$ cat config.mk
export PLATFORM = sky130hd
export DESIGN_NAME = rtc_config_store
export DESIGN_NICKNAME = d
export VERILOG_FILES = /design/src/rtl/rtc_pkg.sv /design/src/rtl/rtc_config_store.sv /design/src/rtl/rtc_sync_edge.sv /design/src/rtl/rtc_field_map.sv
export SDC_FILE = /design/constraint.sdc
export NUM_CORES = 1
export LEC_CHECK = 0
export BUFFER_PORTS_ARGS = -buffer_cell sky130_fd_sc_hd__clkbuf_2
export CORE_MARGIN = 2
export CORE_UTILIZATION = 45
export DETAILED_ROUTE_END_ITERATION = 10
export PLACE_DENSITY = 0.74
export RECOVER_POWER = 25
export SLEW_MARGIN = 25
export SYNTH_ARGS = -nofsm -noshare
export SYNTH_HDL_FRONTEND = slang
export SYNTH_HIERARCHICAL = 1
export SYNTH_SLANG_ARGS = --single-unit
$ cat constraint.sdc
create_clock -name i_clk -period 6.1 [get_ports i_clk]
set_input_delay 1.22 -clock i_clk [delete_from_list [all_inputs] [get_ports i_clk]]
set_output_delay 1.22 -clock i_clk [all_outputs]
set_load 0.02 [all_outputs]
$ cat src/rtl/rtc_pkg.sv
// Shared constants, types and helpers for the readout trim configuration store
package rtc_pkg;

    // ------------------------------------------------------------------
    // Sizes
    // ------------------------------------------------------------------
    localparam int WORD_W = 10;
    localparam int ADDR_W = 4;
    localparam int NUM_WORDS = 6;
    localparam int FRAME_W = 1 + ADDR_W + WORD_W;
    localparam int CAP_W = 16;

    // ------------------------------------------------------------------
    // Word addresses
    // ------------------------------------------------------------------
    localparam logic [ADDR_W-1:0] ADDR_CAP_TAIL = 4'h4;
    localparam logic [ADDR_W-1:0] ADDR_FB_BAL_CAP = 4'h5;
    localparam logic [ADDR_W-1:0] ADDR_GSEL_FB = 4'h6;
    localparam logic [ADDR_W-1:0] ADDR_OFS_BW = 4'h7;
    localparam logic [ADDR_W-1:0] ADDR_BUF_GAIN = 4'h8;
    localparam logic [ADDR_W-1:0] ADDR_BIAS_OSC = 4'h9;
    localparam logic [ADDR_W-1:0] ADDR_RELOAD = 4'hF;

    // ------------------------------------------------------------------
    // Frame and reset values
    // ------------------------------------------------------------------
    localparam logic [4:0] FRAME_BITS = 5'h0F;
    localparam logic [WORD_W-1:0] WORD_RESET = 10'h000;

    // ------------------------------------------------------------------
    // Field positions inside the words
    // ------------------------------------------------------------------
    localparam int P_CUR_LSB = 7;
    localparam int P_VREF_LSB = 3;
    localparam int P_OSC_TOP = 2;
    localparam int P_GAIN_TOP = 8;
    localparam int P_OFS_BIT0 = 0;
    localparam int P_OFS_TOP = 9;
    localparam int P_LEVEL = 5;
    localparam int P_BW_LSB = 1;
    localparam int P_GSEL = 8;
    localparam int P_CF_HI_LSB = 0;
    localparam int P_CF_LO_LSB = 7;
    localparam int P_BAL_HI_LSB = 0;
    localparam int P_BAL_LO_LSB = 8;
    localparam int P_TRIM_TOP = 7;

    // ------------------------------------------------------------------
    // Capacitor weighting and operating limits
    // ------------------------------------------------------------------
    localparam logic [CAP_W-1:0] CAP_STEP_FEMTO = 16'h0014;
    localparam logic [CAP_W-1:0] FB_MIN_FEMTO = 16'h05DC;
    localparam logic [3:0] BW_MAX_CODE = 4'h8;

    typedef logic [2:0] rtc_idx_t;

    typedef struct packed {
        logic to_store;
        logic [ADDR_W-1:0] addr;
        logic [WORD_W-1:0] data;
    } rtc_frame_s;

    typedef struct packed {
        logic [2:0] cur_ref_trim;
        logic [3:0] volt_ref_trim;
        logic [2:0] osc_trim;
        logic [7:0] buf_gain_trim;
        logic [4:0] buf_offset_trim;
        logic output_level_select;
        logic [3:0] lowpass_bandwidth_code;
        logic buffer_gain_select;
        logic [9:0] feedback_cap_code;
        logic [8:0] balance_cap_code;
        logic [5:0] trim_cap_code;
    } rtc_fields_s;

    function automatic logic addr_ok(input logic [ADDR_W-1:0] a);
        return (a >= ADDR_CAP_TAIL) && (a <= ADDR_BIAS_OSC);
    endfunction

    function automatic rtc_idx_t word_idx(input logic [ADDR_W-1:0] a);
        logic [ADDR_W-1:0] d;
        d = a - ADDR_CAP_TAIL;
        return d[2:0];
    endfunction

    function automatic logic [CAP_W-1:0] cap_femto(input logic [WORD_W-1:0] code);
        return CAP_W'(code) * CAP_STEP_FEMTO;
    endfunction

endpackage

$ cat src/rtl/rtc_config_store.sv
// Trim configuration store, control register image and serial programming port
`timescale 1ns/100ps

// Summary of operation
// RQ1 - Image loads from store or direct write
// RQ2 - Serial data, clock, write strobe only
// RQ3 - Ten-bit words, only addresses 4-9 used
// RQ4 - Word 9: current, voltage, oscillator trims
// RQ5 - Word 8: buffer gain trim reversed
// RQ6 - Offset trim split across words 8, 7
// RQ7 - Word 7 D5 selects output level
// RQ8 - Word 7 D4-D1 bandwidth code
// RQ9 - Host writes bandwidth codes 0-8 only
// RQ10 - Word 6 D8 is gain select
// RQ11 - Feedback code split over words 6, 5
// RQ12 - Balance code split over words 5, 4
// RQ13 - Word 4 trim code reversed order
// RQ14 - Host keeps feedback capacitance above 1.5pF
// RQ15 - Capacitor codes binary weighted, 20fF step
// RQ16 - Image holds until next load/write
module rtc_config_store
#(
    parameter logic [rtc_pkg::WORD_W-1:0] STORE_INIT = 10'h000
)
(
    // Clock and reset
    input wire logic i_clk,
    input wire logic i_srst,
    // Serial programming pins
    input wire logic i_ser_data,
    input wire logic i_ser_clk,
    input wire logic i_ser_wr,
    // Decoded settings
    output rtc_pkg::rtc_fields_s o_fields,
    // Capacitor values in femtofarads
    output logic [rtc_pkg::CAP_W-1:0] o_feedback_cap_femto,
    output logic [rtc_pkg::CAP_W-1:0] o_balance_cap_femto,
    output logic [rtc_pkg::CAP_W-1:0] o_trim_cap_femto,
    // Status
    output logic o_image_valid,
    output logic o_range_warn,
    output logic o_frame_taken
);

    localparam int FW = rtc_pkg::FRAME_W;
    localparam int NW = rtc_pkg::NUM_WORDS;
    localparam int WW = rtc_pkg::WORD_W;

    // ------------------------------------------------------------------
    // Pin synchronisers
    // ------------------------------------------------------------------
    logic data_lvl;
    logic clk_rise;
    logic wr_rise;

    rtc_sync_edge u_sync_data
    (
        .i_clk(i_clk),
        .i_srst(i_srst),
        .i_async(i_ser_data),
        .o_level(data_lvl),
        .o_rise()
    );

    rtc_sync_edge u_sync_clk
    (
        .i_clk(i_clk),
        .i_srst(i_srst),
        .i_async(i_ser_clk),
        .o_level(),
        .o_rise(clk_rise)
    );

    rtc_sync_edge u_sync_wr
    (
        .i_clk(i_clk),
        .i_srst(i_srst),
        .i_async(i_ser_wr),
        .o_level(),
        .o_rise(wr_rise)
    );

    // ------------------------------------------------------------------
    // Serial frame shifter
    // ------------------------------------------------------------------
    logic [FW-1:0] shift_ff;
    logic [4:0] bit_cnt_ff;
    logic [FW-2:0] shift_low;
    rtc_pkg::rtc_frame_s frame;

    assign shift_low = shift_ff[FW-2:0];
    assign frame = rtc_pkg::rtc_frame_s'(shift_ff);

    // Data and clock share the same synchroniser delay, so the host must
    // hold data steady around its clock edge by a few system cycles.
    always_ff @(posedge i_clk)
    begin
        if (i_srst)
        begin
            shift_ff <= '0;
        end
        else if (clk_rise)
        begin
            shift_ff <= {shift_low, data_lvl}; // RQ2
        end
    end

    // Counter saturates: extra bits push older ones out, last frame wins
    always_ff @(posedge i_clk)
    begin
        if (i_srst)
        begin
            bit_cnt_ff <= 5'h00;
        end
        else if (wr_rise)
        begin
            bit_cnt_ff <= 5'h00;
        end
        else if (clk_rise && (bit_cnt_ff != rtc_pkg::FRAME_BITS))
        begin
            bit_cnt_ff <= bit_cnt_ff + 5'h01;
        end
    end

    // ------------------------------------------------------------------
    // Frame decode
    // ------------------------------------------------------------------
    logic commit;
    logic in_range;
    logic store_wr;
    logic img_wr;
    logic reload_cmd;
    rtc_pkg::rtc_idx_t idx;
    logic [WW-1:0] frame_data;

    assign commit = wr_rise && (bit_cnt_ff == rtc_pkg::FRAME_BITS); // RQ2
    assign in_range = rtc_pkg::addr_ok(frame.addr); // RQ3
    assign idx = rtc_pkg::word_idx(frame.addr);
    assign frame_data = frame.data;
    assign store_wr = commit && frame.to_store && in_range; // RQ1
    assign img_wr = commit && !frame.to_store && in_range; // RQ1
    assign reload_cmd = commit && !frame.to_store && (frame.addr == rtc_pkg::ADDR_RELOAD);

    // ------------------------------------------------------------------
    // Nonvolatile store and control register image
    // ------------------------------------------------------------------
    logic [WW-1:0] store_ff [NW];
    logic [WW-1:0] image_ff [NW];
    logic load_req_ff;
    logic image_valid_ff;

    // Flip-flops stand in for the nonvolatile array; reset restores the
    // programmed default, so written contents do not survive a reset.
    always_ff @(posedge i_clk)
    begin
        if (i_srst)
        begin
            for (int i = 0; i < NW; i++)
            begin
                store_ff[i] <= STORE_INIT;
            end
        end
        else if (store_wr)
        begin
            store_ff[idx] <= frame_data; // RQ1
        end
    end

    // Held high through reset so the first edge after release loads
    always_ff @(posedge i_clk)
    begin
        if (i_srst)
        begin
            load_req_ff <= 1'b1;
        end
        else
        begin
            load_req_ff <= reload_cmd;
        end
    end

    // Direct write wins over a load landing in the same cycle
    always_ff @(posedge i_clk)
    begin
        if (i_srst)
        begin
            for (int i = 0; i < NW; i++)
            begin
                image_ff[i] <= rtc_pkg::WORD_RESET;
            end
        end
        else
        begin
            if (load_req_ff)
            begin
                for (int i = 0; i < NW; i++)
                begin
                    image_ff[i] <= store_ff[i]; // RQ1
                end
            end
            if (img_wr)
            begin
                image_ff[idx] <= frame_data; // RQ1 RQ16
            end
        end
    end

    always_ff @(posedge i_clk)
    begin
        if (i_srst)
        begin
            image_valid_ff <= 1'b0;
        end
        else if (load_req_ff || img_wr)
        begin
            image_valid_ff <= 1'b1;
        end
    end

    // ------------------------------------------------------------------
    // Field outputs
    // ------------------------------------------------------------------
    rtc_pkg::rtc_fields_s map_fields;
    rtc_pkg::rtc_fields_s fields_ff;
    logic [rtc_pkg::CAP_W-1:0] fb_cap_ff;
    logic [rtc_pkg::CAP_W-1:0] bal_cap_ff;
    logic [rtc_pkg::CAP_W-1:0] trim_cap_ff;
    logic [rtc_pkg::CAP_W-1:0] nxt_fb_cap;
    logic warn_ff;
    logic taken_ff;

    rtc_field_map u_map
    (
        .i_words(image_ff),
        .o_fields(map_fields)
    );

    assign nxt_fb_cap = rtc_pkg::cap_femto(map_fields.feedback_cap_code);

    always_ff @(posedge i_clk)
    begin
        if (i_srst)
        begin
            fields_ff <= '0;
            fb_cap_ff <= '0;
            bal_cap_ff <= '0;
            trim_cap_ff <= '0;
        end
        else
        begin
            fields_ff <= map_fields; // RQ16
            fb_cap_ff <= nxt_fb_cap; // RQ15
            bal_cap_ff <= rtc_pkg::cap_femto(WW'(map_fields.balance_cap_code)); // RQ15
            trim_cap_ff <= rtc_pkg::cap_femto(WW'(map_fields.trim_cap_code)); // RQ15
        end
    end

    // Flags settings the host should not use; the device still applies them
    always_ff @(posedge i_clk)
    begin
        if (i_srst)
        begin
            warn_ff <= 1'b0;
        end
        else
        begin
            warn_ff <= (nxt_fb_cap < rtc_pkg::FB_MIN_FEMTO) ||
                       (map_fields.lowpass_bandwidth_code > rtc_pkg::BW_MAX_CODE); // RQ9 RQ14
        end
    end

    always_ff @(posedge i_clk)
    begin
        if (i_srst)
        begin
            taken_ff <= 1'b0;
        end
        else
        begin
            taken_ff <= commit && (in_range || reload_cmd);
        end
    end

    assign o_fields = fields_ff;
    assign o_feedback_cap_femto = fb_cap_ff;
    assign o_balance_cap_femto = bal_cap_ff;
    assign o_trim_cap_femto = trim_cap_ff;
    assign o_image_valid = image_valid_ff;
    assign o_range_warn = warn_ff;
    assign o_frame_taken = taken_ff;

    // ------------------------------------------------------------------
    // Assertions
    // ------------------------------------------------------------------
    logic [NW*WW-1:0] image_flat;
    logic [NW*WW-1:0] store_flat;
    logic [WW-1:0] w4;
    logic [WW-1:0] w5;
    logic [WW-1:0] w6;
    logic [WW-1:0] w7;
    logic [WW-1:0] w8;
    logic [WW-1:0] w9;

    always_comb
    begin
        image_flat = '0;
        store_flat = '0;
        for (int i = 0; i < NW; i++)
        begin
            image_flat[i*WW +: WW] = image_ff[i];
            store_flat[i*WW +: WW] = store_ff[i];
        end
    end

    assign w4 = image_ff[rtc_pkg::word_idx(rtc_pkg::ADDR_CAP_TAIL)];
    assign w5 = image_ff[rtc_pkg::word_idx(rtc_pkg::ADDR_FB_BAL_CAP)];
    assign w6 = image_ff[rtc_pkg::word_idx(rtc_pkg::ADDR_GSEL_FB)];
    assign w7 = image_ff[rtc_pkg::word_idx(rtc_pkg::ADDR_OFS_BW)];
    assign w8 = image_ff[rtc_pkg::word_idx(rtc_pkg::ADDR_BUF_GAIN)];
    assign w9 = image_ff[rtc_pkg::word_idx(rtc_pkg::ADDR_BIAS_OSC)];
endmodule // rtc_config_store

$ cat src/rtl/rtc_sync_edge.sv
// Two-stage synchroniser with rising-edge detect for one pin
`timescale 1ns/100ps

module rtc_sync_edge
(
    // Clock and reset
    input wire logic i_clk,
    input wire logic i_srst,
    // Asynchronous pin
    input wire logic i_async,
    // Synchronised level and edge
    output logic o_level,
    output logic o_rise
);

    logic meta_ff;
    logic sync_ff;
    logic prev_ff;

    always_ff @(posedge i_clk)
    begin
        if (i_srst)
        begin
            meta_ff <= 1'b0;
            sync_ff <= 1'b0;
            prev_ff <= 1'b0;
        end
        else
        begin
            meta_ff <= i_async;
            sync_ff <= meta_ff;
            prev_ff <= sync_ff;
        end
    end

    assign o_level = sync_ff;
    assign o_rise = sync_ff & ~prev_ff;

endmodule // rtc_sync_edge

$ cat src/rtl/rtc_field_map.sv
// Unpacks the six stored words into named setting fields
`timescale 1ns/100ps

module rtc_field_map
(
    // Control register image
    input wire logic [rtc_pkg::WORD_W-1:0] i_words [rtc_pkg::NUM_WORDS],
    // Decoded fields
    output rtc_pkg::rtc_fields_s o_fields
);

    localparam rtc_pkg::rtc_idx_t I4 = rtc_pkg::word_idx(rtc_pkg::ADDR_CAP_TAIL);
    localparam rtc_pkg::rtc_idx_t I5 = rtc_pkg::word_idx(rtc_pkg::ADDR_FB_BAL_CAP);
    localparam rtc_pkg::rtc_idx_t I6 = rtc_pkg::word_idx(rtc_pkg::ADDR_GSEL_FB);
    localparam rtc_pkg::rtc_idx_t I7 = rtc_pkg::word_idx(rtc_pkg::ADDR_OFS_BW);
    localparam rtc_pkg::rtc_idx_t I8 = rtc_pkg::word_idx(rtc_pkg::ADDR_BUF_GAIN);
    localparam rtc_pkg::rtc_idx_t I9 = rtc_pkg::word_idx(rtc_pkg::ADDR_BIAS_OSC);

    always_comb
    begin
        o_fields = '0;
        o_fields.cur_ref_trim = i_words[I9][rtc_pkg::P_CUR_LSB +: 3]; // RQ4
        o_fields.volt_ref_trim = i_words[I9][rtc_pkg::P_VREF_LSB +: 4]; // RQ4
        for (int i = 0; i < 3; i++)
        begin
            o_fields.osc_trim[i] = i_words[I9][rtc_pkg::P_OSC_TOP - i]; // RQ4
        end
        for (int i = 0; i < 8; i++)
        begin
            o_fields.buf_gain_trim[i] = i_words[I8][rtc_pkg::P_GAIN_TOP - i]; // RQ5
        end
        o_fields.buf_offset_trim[0] = i_words[I8][rtc_pkg::P_OFS_BIT0]; // RQ6
        for (int i = 1; i < 5; i++)
        begin
            o_fields.buf_offset_trim[i] = i_words[I7][rtc_pkg::P_OFS_TOP + 1 - i]; // RQ6
        end
        o_fields.output_level_select = i_words[I7][rtc_pkg::P_LEVEL]; // RQ7
        o_fields.lowpass_bandwidth_code = i_words[I7][rtc_pkg::P_BW_LSB +: 4]; // RQ8
        o_fields.buffer_gain_select = i_words[I6][rtc_pkg::P_GSEL]; // RQ10
        o_fields.feedback_cap_code = {i_words[I6][rtc_pkg::P_CF_HI_LSB +: 7],
                                      i_words[I5][rtc_pkg::P_CF_LO_LSB +: 3]}; // RQ11
        o_fields.balance_cap_code = {i_words[I5][rtc_pkg::P_BAL_HI_LSB +: 7],
                                     i_words[I4][rtc_pkg::P_BAL_LO_LSB +: 2]}; // RQ12
        for (int i = 0; i < 6; i++)
        begin
            o_fields.trim_cap_code[i] = i_words[I4][rtc_pkg::P_TRIM_TOP - i]; // RQ13
        end
    end

endmodule // rtc_field_map

==> metrics.md <==
| Metric | Value |
|---|---|
| Status | finished, violations left |
| Violated checks | capacitance limit, slew limit |
| HPWL after detailed placement | 11580 um |
| Syn avg cell area | 10.71 um2 |
| Final setup vio count | 0 |
| Nets | 928 |
| Ys Warns | 6 |
| Bufs on Longest Clock Path | 3 |
| Reg-to-Reg Start | w6[0] |
| Hold-critical path depth | 1 |
| Post-CTS Setup Bufs | 0 |
| Final cell count without fillers | 1168 |
| CTS Hold Buffers Added | 0 |
| Seq pwr share | 49.0% |
| Element type at the critical path end | register |
| Crit path max-delay cell type | clkbuf_1 |
| Die area | 22050 um2 |
| Fin crit period | 3952 ps |
| Htree depth | 1 |
| Clk_lat worst skew | 510 ps |
| Worst R2R Path Depth | 9 |
| Post-Syn Instances | 877 |
| First-pass GRT wire length | 28100 um |
| CP max FO | 53 |
| Hold_sp | u_sync_data/meta_ff |
| Initial DRC count | 379 |
| Core area | 20360 um2 |
| Row count | 52 |
| Worst Hold Path EP | u_sync_data/o_level |
| Clk slew on worst S/H paths | 60 ps |
| Leakage power | 0.004642 uW |
| Max-Cap Viols | 1 |
| CP startpoint kind | input port |
| Post-route DRC | 0 |
| Vias post-DR | 5812 |
| Max incr delay on CP | 1700 ps |
| Most used cell, CP | clkbuf_1 |
| Worst EP arrival | 4130 ps |
| GRT Util Overall | 15.88% |
| Smallest hold slack | 443.1 ps |
| NetSw | 705.9 uW |
| Comb pwr share | 5.4% |
| Power Density | 314.1 nW/um2 |
| Headroom to the max-slew limit | -52.59% |
| ANT cells | 0 |
| RSZ-0062 raised after global routing | no |
| Fin util | 50.49% |
| Vias in the first global route | 5553 |
| Die width | 148.5 um |
| Antenna violations before repair | 0 |
| Worst Hold Class | register to register |
| I/O pins | 110 |
| # fillers | 1771 |
| Placed Cells | 1124 |
| Clock power frac | 45.6% |
| Final GP Congestion | 0.8265 |
| Setup Skew | 12.71 ps |
| Flop-to-flop setup slack | 3500 ps |
| Resized cells post-CTS | 0 |
| Slew Viols, Final | 54 |
| Cells along the critical path | clkbuf_1 > clkbuf_1 > a21o_1 |
| Area added between synthesis and finish | 9.457% |
| Crit path buf inv count | 2 |
| Setup TNS Final | 0 ps |
| Peak VDD IR | 0.0002171 V |
| Root Buffer | clkbuf_16 |
| Port buffer count | 95 |
| GR Overflow Total | 0 |
| Routed wire per std cell | 15.31 um |
| CTS tree | yes |
| P_int | 2524 uW |
| Clk sinks | 222 |
| Initial core utilization | 46.13% |
| Die Y | 148.5 um |
| Drt pass-1 iters | 5 |
| CTS buffer count | 24 |
| Fmax achieved | 253.0 MHz |
| Vias per cell | 4.976 |
| Layout cell share with drive strength beyond 1 | 17.15% |
| Post-Syn Area | 9394 um2 |
| Crit-path leading delay family | buffers and inverters |
| Final Hold Fails | 0 |
| Crit Reg-Reg Endpoint | o_range_warn |
| CP Data Required Time | 6280 ps |
| Setup Crit Path Kind | input port to register |
| Routed Wire Length | 17880 um |
| Period utilization | 64.80% |
| Pin count of the biggest net entering global routing | 98 |
| Sw frac | 21.86% |
| ANT nets after route | 0 |
| Worst-Margin Slew | 2289 ps |
[worst max path at each step]
| stage | from | endpoint | slack, ps | cells past startpoint |
|---|---|---|---|---|
| floorplan | w5[8] | o_range_warn | 3560 | 10 |
| global placement | i_srst | store_ff[4][1] | 3390 | 3 |
| detailed placement | i_srst | store_ff[3][3] | 3370 | 3 |
| CTS | w5[8] | o_range_warn | 3500 | 9 |
| global route | i_srst | store_ff[3][3] | 1900 | 3 |
| finish | i_srst | store_ff[3][3] | 2150 | 3 |
[sequential cells by signal, summed over array words and instances (netlist names), 5 cells and up]
signal,cells
o_fields,54
store_ff,54
frame,15
o_feedback_cap_femto,11
o_balance_cap_femto,10
w5,10
w9,10
w7,9
w8,9
w4,8
w6,8
o_trim_cap_femto,7
bit_cnt_ff,5
[worst reg2reg max path, cell delays in order (launching register included)]
cell      delay [ps]
dfxtp_1          390
ha_1             260
ha_1             230
fa_1             430
a211o_1          350
a211oi_2         220
or2_2            140
nor2_1            40
a31o_2           230
a41o_1           220
[power by group through the flow]
| stage | Clock [uW] | Sequential (uW) | Combinational [uW] |
|---|---|---|---|
| after floorplan | 0 | 1620 | 144 |
| after global placement | 0 | 1610 | 172 |
| after detailed placement | 0 | 1610 | 174 |
| after CTS | 1500 | 1580 | 175 |
| after global routing | 1560 | 1590 | 191 |
| final | 1470 | 1580 | 174 |
[layer usage]
layer	track usage, %	vias up	routed length, um
met5	0	-	0
met4	6.000	0	493
met3	2.485	35	867
met2	26.78	161	8328
met1	20.66	2716	8188
li1	-	2900	-
[final cells by class]
type | count | area (um2) | share of cell area, %
Clock buffer | 30 | 664.4 | 6.461
Multi-Input combinational cell | 517 | 3567 | 34.69
Timing Repair Buffer | 99 | 513.0 | 4.989
Inverter | 16 | 60.06 | 0.5841
Clock inverter | 14 | 153.9 | 1.497
Tap cell | 270 | 337.8 | 3.285
Sequential cell | 222 | 4986 | 48.49
[placed cells by master, fill, tap and decap left out, types with 4 or more instances in the layout]
| cell type | count |
|---|---|
| nor2_1 | 131 |
| conb_1 | 14 |
| inv_1 | 16 |
| ha_1 | 40 |
| nor3_1 | 12 |
| and3_1 | 10 |
| a211oi_1 | 50 |
| clkbuf_2 | 94 |
| o21a_1 | 4 |
| a211oi_2 | 6 |
| xor2_1 | 8 |
| clkbuf_16 | 25 |
| edfxtp_1 | 54 |
| nand3_1 | 4 |
| xnor2_1 | 8 |
| nand2_1 | 21 |
| clkinv_2 | 5 |
| nor2b_1 | 74 |
| clkbuf_1 | 5 |
| a21oi_1 | 12 |
| a21o_1 | 13 |
| mux2i_1 | 70 |
| o21bai_1 | 4 |
| dfxtp_1 | 167 |
[stage by stage]
step | cell area, um2 | setup WS, ps | power, uW
floorplan | 9443 | 3558 | 1767
global placement | 9472 | 3392 | 1785
detailed placement | 9472 | 3374 | 1788
CTS | 10290 | 3501 | 3256
global route | 10280 | 1899 | 3340
finish | 10280 | 2148 | 3230
(Power assumes the default switching activity.)
